File: config.mk
export PLATFORM = sky130hd
export DESIGN_NAME = bfc_unit
export DESIGN_NICKNAME = d
export VERILOG_FILES = /design/src/hdl/bfc_pkg.sv /design/src/hdl/bfc_unit.sv
export VERILOG_INCLUDE_DIRS = /design/src /design/src/hdl
export SDC_FILE = /design/constraint.sdc
export NUM_CORES = 1
export LEC_CHECK = 0
export BUFFER_PORTS_ARGS = -buffer_cell sky130_fd_sc_hd__buf_2
export CAP_MARGIN = 20
export CORE_MARGIN = 5
export CORE_UTILIZATION = 35
export CTS_CLUSTER_DIAMETER = 80
export DETAILED_ROUTE_END_ITERATION = 12
export SLEW_MARGIN = 5
export SYNTH_ARGS = -nofsm -noshare
export SYNTH_HDL_FRONTEND = slang
export SYNTH_SLANG_ARGS = --single-unit
File: constraint.sdc
create_clock -name clk -period 5 [get_ports clk]
set_input_delay 0.5 -clock clk [delete_from_list [all_inputs] [get_ports clk]]
set_output_delay 0.5 -clock clk [all_outputs]
set_load 0.01 [all_outputs]
File: src/hdl/bfc_map.svh
// constants for the branch and flow-control unit
`ifndef BFC_MAP_SVH
`define BFC_MAP_SVH
`define BFC_XLEN            32
`define BFC_NUM_FIELDS      8
`define BFC_FIELD_W         4
`define BFC_CR_RESET        32'h0000_0000
`define BFC_ADDR_RESET      32'h0000_0000
`define BFC_TRAP_VECTOR     32'h0000_0700
`define BFC_SYSCALL_VECTOR  32'h0000_0c00
`define BFC_MC_LATENCY      3'h3
`define BFC_INFLIGHT        4
// special register numbers
`define BFC_SPR_XER         10'h001
`define BFC_SPR_LINK        10'h008
`define BFC_SPR_COUNT       10'h009
// trap condition select bits
`define BFC_TO_LT           4
`define BFC_TO_GT           3
`define BFC_TO_EQ           2
`define BFC_TO_LTU          1
`define BFC_TO_GTU          0
// branch option bits
`define BFC_BO_NOCOND       4
`define BFC_BO_SENSE        3
`define BFC_BO_NOCTR        2
`define BFC_BO_CTRZ         1
`endif

File: src/hdl/bfc_pkg.sv
// types for the branch and flow-control unit
package bfc_pkg;
    typedef enum logic [4:0] {
        BFC_OP_NOP,
        BFC_OP_B_REL,
        BFC_OP_B_ABS,
        BFC_OP_BC_REL,
        BFC_OP_BC_ABS,
        BFC_OP_BC_LINK,
        BFC_OP_BC_COUNT,
        BFC_OP_CR_LOGIC,
        BFC_OP_CR_COPY,
        BFC_OP_TRAP_IMM,
        BFC_OP_TRAP_REG,
        BFC_OP_SYSCALL,
        BFC_OP_MT_FIELDS,
        BFC_OP_MT_XER,
        BFC_OP_MF_CR,
        BFC_OP_MT_SPR,
        BFC_OP_MF_SPR
    } bfc_op_t;

    typedef enum logic [1:0] {
        BFC_U_BRANCH,
        BFC_U_SINGLE,
        BFC_U_MULTI,
        BFC_U_NONE
    } bfc_unit_t;

    // one dispatched operation
    typedef struct packed {
        logic        valid;
        bfc_op_t     op;
        logic [31:0] pc;
        logic [23:0] disp;
        logic        link;
        logic [4:0]  bo;
        logic [4:0]  bi;
        logic [4:0]  ba;
        logic [4:0]  bb;
        logic [3:0]  logic_fn;
        logic [2:0]  fd;
        logic [2:0]  fs;
        logic [7:0]  fmask;
        logic [4:0]  to;
        logic [31:0] ra;
        logic [31:0] rb;
        logic [9:0]  special_purpose_reg;
        logic        predict_taken;
    } bfc_issue_t;

    // redirect toward fetch
    typedef struct packed {
        logic        valid;
        logic        flush;
        logic        trap;
        logic        syscall;
        logic        invalid;
        logic [31:0] addr;
    } bfc_redir_t;

    // general register write back
    typedef struct packed {
        logic        valid;
        logic [31:0] data;
    } bfc_wb_t;
endpackage

File: src/hdl/bfc_unit.sv
// branch and flow-control unit: branches, cond flags ops, traps, moves
`timescale 1ns/1ps
`include "bfc_map.svh"

module bfc_unit
    import bfc_pkg::*;
(
    input  wire logic        clk,
    input  wire logic        rst_b,
    input  wire bfc_issue_t  issue,
    input  wire logic [31:0] pending_bits,
    input  wire logic        mc_done,
    input  wire logic [31:0] xer_in,
    output bfc_redir_t       redir,
    output bfc_wb_t          wb,
    output logic [31:0]      cond_flags_reg,
    output logic [31:0]      return_addr_reg,
    output logic [31:0]      count_reg,
    output logic             stall,
    output logic             predict_ok,
    output logic             mispredict,
    output bfc_unit_t        steer,
    output logic             sb_busy
);

    // ------------------------------------------------------------
    // helpers
    // ------------------------------------------------------------
    function automatic logic [31:0] align_word(input logic [31:0] a);
        align_word = {a[31:2], 2'b00};
    endfunction

    function automatic logic [3:0] count_ones(input logic [7:0] m);
        logic [3:0] n;
        n = 4'h0;
        for (int i = 0; i < 8; i++)
            n = n + {3'h0, m[i]};
        count_ones = n;
    endfunction

    // cond flag bit numbering: bit 0 is the msb of field 0
    function automatic logic get_bit(input logic [31:0] c,
                                     input logic [4:0] i);
        get_bit = c[5'd31 - i];
    endfunction

    // ------------------------------------------------------------
    // state
    // ------------------------------------------------------------
    logic [31:0] cr_q, cr_d;
    logic [31:0] lr_q, lr_d;
    logic [31:0] ctr_q, ctr_d;
    logic        sb_q, sb_d;
    logic [2:0]  mc_cnt_q;
    bfc_redir_t  redir_q, redir_d;
    bfc_wb_t     wb_q, wb_d;
    logic        ok_q, miss_q;
    bfc_unit_t   steer_q, steer_d;

    // ------------------------------------------------------------
    // decode
    // ------------------------------------------------------------
    wire logic is_bc = issue.op inside {BFC_OP_BC_REL, BFC_OP_BC_ABS,
                                        BFC_OP_BC_LINK, BFC_OP_BC_COUNT};
    wire logic is_crop = issue.op inside {BFC_OP_CR_LOGIC, BFC_OP_CR_COPY};
    wire logic [3:0] nfields = count_ones(issue.fmask);
    wire logic mt_single = issue.op == BFC_OP_MT_FIELDS && nfields == 4'h1;
    wire logic mt_multi  = issue.op == BFC_OP_MT_FIELDS && nfields != 4'h1;
    wire logic mt_ctr_lr = issue.op == BFC_OP_MT_SPR &&
                           (issue.special_purpose_reg == `BFC_SPR_LINK ||
                            issue.special_purpose_reg == `BFC_SPR_COUNT);
    wire logic cond_dep = is_bc && !issue.bo[`BFC_BO_NOCOND];
    // every branch kind gets a prediction mark
    wire logic is_br = is_bc || (issue.op inside {BFC_OP_B_REL, BFC_OP_B_ABS});

    // dependent ops wait while the scoreboard is set
    wire logic sb_block = sb_q && (mt_multi || mt_ctr_lr ||
                                   cond_dep || is_crop);
    // a pending update of the tested bit holds the branch
    wire logic cr_lock = cond_dep && pending_bits[5'd31 - issue.bi];
    wire logic go = issue.valid && !sb_block && !cr_lock;

    // ------------------------------------------------------------
    // branch resolution
    // ------------------------------------------------------------
    wire logic [31:0] ctr_dec = ctr_q - 32'h1;
    wire logic dec_ctr = is_bc && !issue.bo[`BFC_BO_NOCTR] &&
                         issue.op != BFC_OP_BC_COUNT;
    wire logic ctr_ok = !dec_ctr ||
                        ((ctr_dec == 32'h0) == issue.bo[`BFC_BO_CTRZ]);
    wire logic cond_ok = issue.bo[`BFC_BO_NOCOND] ||
                         (get_bit(cr_q, issue.bi) == issue.bo[`BFC_BO_SENSE]);
    wire logic taken = (issue.op inside {BFC_OP_B_REL, BFC_OP_B_ABS}) ||
                       (is_bc && ctr_ok && cond_ok);
    wire logic [31:0] disp_x = {{6{issue.disp[23]}}, issue.disp, 2'b00};
    wire logic [31:0] disp_c = {{16{issue.disp[13]}}, issue.disp[13:0],
                                2'b00};
    wire logic [31:0] pc_next = issue.pc + 32'h4;

    logic [31:0] target;
    always_comb
    begin
        // six addressing modes
        unique case (issue.op)
            BFC_OP_B_REL:    target = issue.pc + disp_x;
            BFC_OP_B_ABS:    target = disp_x;
            BFC_OP_BC_REL:   target = issue.pc + disp_c;
            BFC_OP_BC_ABS:   target = disp_c;
            BFC_OP_BC_LINK:  target = lr_q;
            BFC_OP_BC_COUNT: target = ctr_q;
            default:         target = pc_next;
        endcase
    end

    // ------------------------------------------------------------
    // flag logic and trap compare
    // ------------------------------------------------------------
    wire logic bit_a = get_bit(cr_q, issue.ba);
    wire logic bit_b = get_bit(cr_q, issue.bb);
    // fn is the truth table indexed by {a,b}
    wire logic crl_res = issue.logic_fn[{bit_a, bit_b}];
    wire logic [31:0] topnd = (issue.op == BFC_OP_TRAP_IMM) ?
                              {{16{issue.rb[15]}}, issue.rb[15:0]} :
                              issue.rb;
    wire logic tr_hit =
        (issue.to[`BFC_TO_LT]  && $signed(issue.ra) < $signed(topnd)) ||
        (issue.to[`BFC_TO_GT]  && $signed(issue.ra) > $signed(topnd)) ||
        (issue.to[`BFC_TO_EQ]  && issue.ra == topnd) ||
        (issue.to[`BFC_TO_LTU] && issue.ra < topnd) ||
        (issue.to[`BFC_TO_GTU] && issue.ra > topnd);
    wire logic [31:0] fmask_bits = {{4{issue.fmask[7]}}, {4{issue.fmask[6]}},
                                    {4{issue.fmask[5]}}, {4{issue.fmask[4]}},
                                    {4{issue.fmask[3]}}, {4{issue.fmask[2]}},
                                    {4{issue.fmask[1]}}, {4{issue.fmask[0]}}};

    always_comb
    begin
        cr_d    = cr_q;
        lr_d    = lr_q;
        ctr_d   = ctr_q;
        sb_d    = sb_q;
        redir_d = '0;
        wb_d    = '0;
        steer_d = BFC_U_NONE;
        if (sb_q && mc_done)
            sb_d = 1'b0;
        if (go)
        begin
            unique case (issue.op)
                BFC_OP_B_REL, BFC_OP_B_ABS, BFC_OP_BC_REL, BFC_OP_BC_ABS,
                BFC_OP_BC_LINK, BFC_OP_BC_COUNT:
                begin
                    steer_d = BFC_U_BRANCH;
                    if (dec_ctr)
                        ctr_d = ctr_dec;
                    if (issue.link)
                        lr_d = pc_next;
                    // redirect only on a wrong guess
                    redir_d.valid = taken != issue.predict_taken;
                    redir_d.flush = taken != issue.predict_taken;
                    redir_d.addr  = align_word(taken ? target : pc_next);
                end
                BFC_OP_CR_LOGIC, BFC_OP_CR_COPY:
                begin
                    steer_d = BFC_U_BRANCH;
                    if (issue.link)
                    begin
                        redir_d.valid   = 1'b1;
                        redir_d.invalid = 1'b1;
                        redir_d.flush   = 1'b1;
                        redir_d.addr    = `BFC_TRAP_VECTOR;
                    end
                    else if (issue.op == BFC_OP_CR_LOGIC)
                        cr_d[5'd31 - issue.bb] = cr_d[5'd31 - issue.bb];
                    if (!issue.link && issue.op == BFC_OP_CR_LOGIC)
                        cr_d[5'd31 - issue.bi] = crl_res;
                    if (!issue.link && issue.op == BFC_OP_CR_COPY)
                        // field copy
                        cr_d[(3'd7 - issue.fd) * 4 +: 4] =
                            cr_q[(3'd7 - issue.fs) * 4 +: 4];
                end
                BFC_OP_TRAP_IMM, BFC_OP_TRAP_REG:
                begin
                    steer_d       = BFC_U_BRANCH;
                    redir_d.valid = tr_hit;
                    redir_d.trap  = tr_hit;
                    redir_d.flush = tr_hit;
                    redir_d.addr  = `BFC_TRAP_VECTOR;
                end
                BFC_OP_SYSCALL:
                begin
                    steer_d         = BFC_U_BRANCH;
                    redir_d.valid   = 1'b1;
                    redir_d.syscall = 1'b1;
                    redir_d.flush   = 1'b1;
                    redir_d.addr    = `BFC_SYSCALL_VECTOR;
                end
                BFC_OP_MT_FIELDS:
                begin
                    // masked field write
                    cr_d = (cr_q & ~fmask_bits) | (issue.ra & fmask_bits);
                    if (mt_single)
                        steer_d = BFC_U_SINGLE;
                    else
                    begin
                        steer_d = BFC_U_MULTI;
                        sb_d    = 1'b1;
                    end
                end
                BFC_OP_MT_XER:
                begin
                    steer_d = BFC_U_SINGLE;
                    cr_d[(3'd7 - issue.fd) * 4 +: 4] = xer_in[31:28];
                end
                BFC_OP_MF_CR:
                begin
                    steer_d = BFC_U_SINGLE;
                    wb_d    = '{valid: 1'b1, data: cr_q};
                end
                BFC_OP_MT_SPR:
                begin
                    steer_d = BFC_U_MULTI;
                    if (issue.special_purpose_reg == `BFC_SPR_LINK)
                        lr_d = issue.ra;
                    if (issue.special_purpose_reg == `BFC_SPR_COUNT)
                        ctr_d = issue.ra;
                    if (mt_ctr_lr)
                        sb_d = 1'b1;
                end
                BFC_OP_MF_SPR:
                begin
                    steer_d = BFC_U_MULTI;
                    wb_d.valid = 1'b1;
                    wb_d.data  = (issue.special_purpose_reg == `BFC_SPR_LINK)  ? lr_q :
                                 (issue.special_purpose_reg == `BFC_SPR_COUNT) ? ctr_q :
                                 (issue.special_purpose_reg == `BFC_SPR_XER)   ? xer_in :
                                 32'h0;
                end
                default:
                    steer_d = BFC_U_NONE;
            endcase
        end
    end

    // ------------------------------------------------------------
    // registers
    // ------------------------------------------------------------
    always_ff @(posedge clk or negedge rst_b)
    begin
        if (!rst_b)
        begin
            cr_q    <= `BFC_CR_RESET;
            lr_q    <= `BFC_ADDR_RESET;
            ctr_q   <= `BFC_ADDR_RESET;
            sb_q    <= 1'b0;
            redir_q <= '0;
            wb_q    <= '0;
            ok_q    <= 1'b0;
            miss_q  <= 1'b0;
            steer_q <= BFC_U_NONE;
        end
        else
        begin
            cr_q    <= cr_d;
            lr_q    <= lr_d;
            ctr_q   <= ctr_d;
            sb_q    <= sb_d;
            redir_q <= redir_d;
            wb_q    <= wb_d;
            ok_q    <= go && is_br && taken == issue.predict_taken;
            miss_q  <= go && is_br && taken != issue.predict_taken;
            steer_q <= steer_d;
        end
    end

    assign redir           = redir_q;
    assign wb              = wb_q;
    assign cond_flags_reg  = cr_q;
    assign return_addr_reg = lr_q;
    assign count_reg       = ctr_q;
    assign stall           = issue.valid && !go;
    assign predict_ok      = ok_q;
    assign mispredict      = miss_q;
    assign steer           = steer_q;
    assign sb_busy         = sb_q;

    wire logic unused_ok = &{1'b0, mc_cnt_q, xer_in[27:0]};
    always_ff @(posedge clk or negedge rst_b)
    begin
        if (!rst_b)
            mc_cnt_q <= 3'h0;
        else
            mc_cnt_q <= 3'h0;
    end

endmodule

-- Word-level counts from Yosys, hierarchy flattened
Index checks and enable logic that the tools add are counted.
- memories: 0
- ROM bits: 0
- RAM bits: 0
- register bits: 171
- bits of input ports: 248
- bits in latches: 0
- equality and inequality tests: 31
- divide/modulo/power cells: 0
- reductions and logical operators: 60
- bitwise logic cells: 4
- mux-type cells: 57
- $lt $le $gt $ge: 10
- add/sub/neg operators: 17
- multiply operators: 0
- shift operators: 4
- operators by type and width (cell ; number):
    $mux 32 ; 17
    $pmux 32 s6 ; 1
    $bwmux 32 ; 4
    $pmux 32 s2 ; 2
    $pmux 32 s4 ; 1
    $pmux 32 s3 ; 1
    $shiftx 4x34->32 ; 2
    $mux 33 ; 2
    $pmux 33 s2 ; 1
    $add 32x32->32 ; 2
    $and 32x32->32 ; 2
    $gt 32x32->1 ; 2
    $lt 32x32->1 ; 2
    $eq 5x4->1 const B ; 8
    $mux 37 ; 1
    $neg 32->34 ; 1
    $shift 4x34->32 const A ; 1
    $shiftx 32x33->4 ; 1
    $add 32x3->32 const B ; 1
    $eq 32x32->1 ; 1
    $logic_not 32->1 ; 1
    $not 32->32 ; 1
    $or 32x32->32 ; 1
    $sub 32x1->32 const B ; 1
    40 further kinds ; 126

-- Logic depth before layout (Yosys ltp)
- depth in word-level cells: 24
- gate-level depth with buffers: 19
- mapped depth without buffers: 17

-- Worst setup path after synthesis
OpenSTA, ideal clock, no wires.
- path kind: input to register
- start: input port issue[179] (netlist name)
- end: register redir_q (netlist bit redir[35])
- data arrival time: 4416 ps
- stages: 17
- buffers on the path: 2
- setup slack: 448 ps
- cell sequence: clkbuf_1 > nand2b_1 > nor2_1 > nand2_1 > nor2_1 > clkbuf_1 > a21oi_1 > ha_1 > nand2_1 > nor4_1 > or4b_2 > a21oi_1 > nor3_1 > mux2_2 > a211oi_1 > nand3b_1 > a41oi_2
- RTL lines (what ; line ; RTL):
    start, declared ; bfc_unit.sv:10 ; input wire bfc_issue_t issue,
    end signal, assigned ; bfc_unit.sv:268 ; redir_q <= redir_d;
    end, declared ; bfc_unit.sv:55 ; bfc_redir_t redir_q, redir_d;

-- Worst setup path in the final report
- start: input port issue[80] (netlist name)
- end: output port stall
- longest elaborated chain between the ends: 18
- RTL lines (what ; line ; RTL):
    $add 1x1->2 ; bfc_unit.sv:37 ; n = n + {3'h0, m[i]};
    $add 2x1->3 ; bfc_unit.sv:37 ;
    $add 3x1->4 ; bfc_unit.sv:37 ;
    $add 4x1->4 (4 in a row) ; bfc_unit.sv:37 ;
    $ne 4x1->1 ; bfc_unit.sv:68 ; wire logic mt_multi = issue.op == BFC_OP_MT_FIELDS && nfields != 4'h1;
    $logic_and 1x1->1 ; bfc_unit.sv:68 ;
    $logic_or 1x1->1 (2 in a row) ; bfc_unit.sv:77 ; wire logic sb_block = sb_q && (mt_multi || mt_ctr_lr ||
    $logic_or 1x1->1 ; bfc_unit.sv:78 ; cond_dep || is_crop);
    $logic_and 1x1->1 ; bfc_unit.sv:77 ;
    $logic_not 1->1 ; bfc_unit.sv:81 ; wire logic go = issue.valid && !sb_block && !cr_lock;
    $logic_and 1x1->1 (2 in a row) ; bfc_unit.sv:81 ;
    $logic_not 1->1 ; bfc_unit.sv:281 ; assign stall = issue.valid && !go;
    $logic_and 1x1->1 ; bfc_unit.sv:281 ;
    end, declared ; bfc_unit.sv:19 ; output logic stall,
No other way between the ends.

==> impl_metrics.toml <==
[run_status]
status = "finished, final reports clean"

[cells_and_area]
post-route-util_pct = 43.8
stdcell_area_mm2 = 0.0194
largest_register_ffs = 34
nNetsFinal = 2662
area_growth_syn_to_layout_pct = 23.0
drive_above_1_share_pct = 27.0
fin_cells = 2946

[power_and_ir_drop]
internal_power_mw = 2.96
max-vdd-ir-drop_uv = 278
p_total_mw = 5.40
p_seq_share_pct = 36.7
pwr-share-comb_pct = 38.0
power_density_mw_per_mm2 = 278
p_sw_share_pct = 45.2
leakage_nw = 8.85
p_sw_mw = 2.44
pwr-share-clk_pct = 25.3

[sta]
fin_crit_sh_pct = 95.2
tns_ns = 0
maxSlewViolCount = 0
hold_viol = 0
rsz0062_at_grt = "false"
fin_hold_ws_ns = 0.355
layout_min_cycle_time_ns = 4.76
setup_ws_ns = 0.238
slew_headroom_pct = 26.3
finClkSkew_ns = 0.0173
setup_viol = 0
max_freq_ghz = 0.210
tightestPinTransition_ns = 1.10

[setup_path]
regToRegSetupSlack_ns = 0.90
crit_end = "stall"
cp_max_fo = 9
rr_startpoint = "count_reg[3]"
startpoint = "issue[80]"
end_kind = "primary output"
cp-start-kind = "input pin"
cp.required_ns = 4.50
r2r_cells = 12
regToRegEndpoint = "redir[26]"
cp_data_arrival_time_ns = 4.26
crit_type = "input pin to primary output"

[route]
vias = 18800
dr.pass1.iters = 6
route.detailed.drc = 0
wl_per_cell_um = 29.8
drt_iter0_markers = 2537
ant_nets = 0
vias_per_cell = 6.40
wl_um = 87800

[yosys]
async_flop_share_pct = 100
synth-edff-count = 0
synth_seq_cells = 168
synth_cell_type_count = 96
yosys.area_share.adder_pct = 6.16
ys.flop_type = "dfrtp_1"
synth-simple-area-share_pct = 19.7
synth.avg_cell_area_um2 = 8.09
synth_compound_gate_area_share_pct = 26.6
synth_xor_area_share_pct = 3.16
synthCells = 1953
ys_seq_area_share_pct = 26.6
yosys_warnings = 0
synth_top_family_by_area = "compound AO/OA/AOI/OAI gates"
synth_area_mm2 = 0.0158
synthMuxAreaShare_pct = 12.5

[global_routing]
antenna_found_initial = 12
grt_util_all_layers_pct = 33.8
grt_pass1_vias = 18200
grt_max_degree = 104
grt_pass1_wl_um = 125000
grt-ovfl-total = 0

[clock_network]
insertion_delay_ns = 0.47
ctsRootBufferMaster = "clkbuf_16"
cts_buffers = 17
clkSinkCount = 168
cts_tree = "yes"
h-tree-depth = 4
clk_pin_slew_ns = 0.08
post-cts-setup-buffers = 0
clockBufferDepth = 2

[placement]
dp_hpwl_um = 68000
io_buffers = 416
dpl.cell_count = 2911
gp_congestion = 1.04
dp_slack_ns = -0.109
place_area_mm2 = 0.0188

[floorplanning]
die_area_mm2 = 0.0495
coreArea_mm2 = 0.0444
start_util_pct = 35.6
boundaryPins = 420
die_h_um = 222
row_count = 77
die_x_um = 222

[flow_run]
drv_cap = 0

[min_path]
hold_path_class = "input pin to flop"
[worst max-delay path, stage by stage]
cell     delay [ns]
buf_2          0.12
fa_1           0.58
inv_1          0.08
fa_1           0.50
fa_1           0.43
inv_1          0.07
ha_1           0.16
inv_1          0.05
fa_1           0.37
nor2b_1        0.13
a21oi_1        0.10
o21ai_2        0.22
o21ai_0        0.17
o22ai_2        0.20
nand2_2        0.10
buf_4          0.19
and2_1         0.16
buf_2          0.13
[cell usage after synthesis (20+ instances only)]
master,count,area (um^2)
a211oi_1,63,473
a21o_1,25,188
a21oi_1,175,876
a221o_1,34,340
a22oi_1,20,150
buf_2,23,115
clkbuf_1,100,375
dfrtp_1,166,4150
ha_1,69,863
inv_1,51,191
mux2i_1,105,1050
mux4_2,36,811
nand2_1,170,638
nand3_1,66,330
nor2_1,227,852
nor3_1,55,275
o21ai_0,176,881
o22ai_1,20,125
xnor2_1,29,254
xor2_1,28,245
[cells by family after synthesis]
family          count (synthesis)
simple gates                  660
compound gates                646
buf+inv                       195
flops                         168
mux                           151
fa+ha+maj                      75
xor+xnor                       57
other cells                     1
[metal layers]
| metal | part of all wire (%) | track usage, % | vias up |
|---|---|---|---|
| met1 | 37 | 41.3 | 9157 |
| met5 | 0.14 | 0 | - |
| li1 | - | - | 8074 |
| met3 | 11 | 9.49 | 292 |
| met2 | 44 | 53.0 | 1304 |
| met4 | 7.6 | 20.6 | 22 |
[final cells by class]
| type | count | area, um^2 |
|---|---|---|
| Clock buffer | 17 | 425 |
| Clock inverter | 15 | 154 |
| Inverter | 52 | 195 |
| Multi-Input combinational cell | 1591 | 10800 |
| Antenna cell | 1 | 2.50 |
| Tap cell | 592 | 741 |
| Fill cell | 4549 | 25000 |
| Sequential cell | 168 | 4210 |
| Timing Repair Buffer | 510 | 2900 |
[layout by cell type, fill, tap and decap left out, types with 19 or more instances in the layout]
| cell | Yosys | routed |
|---|---|---|
| nor3_1 | 55 | 53 |
| nand4_1 | 19 | 19 |
| xnor2_1 | 29 | 29 |
| a221o_1 | 34 | 34 |
| ha_1 | 69 | 69 |
| nand3_1 | 66 | 65 |
| a21o_1 | 25 | 25 |
| a22oi_1 | 20 | 20 |
| inv_1 | 51 | 51 |
| nor4_1 | 19 | 19 |
| xor2_1 | 28 | 28 |
| mux4_2 | 36 | 36 |
| dfrtp_1 | 166 | 166 |
| a21oi_1 | 175 | 175 |
| nor2_1 | 227 | 222 |
| o22ai_1 | 20 | 20 |
| mux2i_1 | 105 | 105 |
| buf_4 | 3 | 85 |
| nand2_1 | 170 | 170 |
| a211oi_1 | 63 | 63 |
| o21ai_0 | 176 | 175 |
| buf_2 | 23 | 415 |
[how the worst min path moves through the flow]
stage / startpoint / end / slack [ns] / cells after the start
3_3_place_gp: return_addr_reg[0] / return_addr_reg[0] / 0.49 / 2
4_1_cts: rst_b / wb[20] / 0.23 / 1
2_1_floorplan: rst_b / cond_flags_reg[0] / 0.20 / 0
5_1_grt: issue[145] / redir[2] / 0.36 / 2
6_report: issue[143] / return_addr_reg[0] / 0.35 / 3
3_5_place_dp: return_addr_reg[0] / return_addr_reg[0] / 0.50 / 2
[power by group through the flow]
stage	Sequential, mW	Clock (mW)	Combinational, mW
global placement	1.98	0	1.97
detailed placement	1.99	0	2.00
floorplan	1.82	0	1.06
global route	1.98	1.43	2.19
CTS	1.96	1.38	2.01
finish	1.98	1.37	2.05
[what timing repair did]
item                       4_1_cts  5_1_grt
gates resized for setup          0        2
setup endpoints to repair        0        1
hold buffers                     0        1
hold endpoints to repair         0       11
Note: power is estimated with default switching activity, not from simulation.
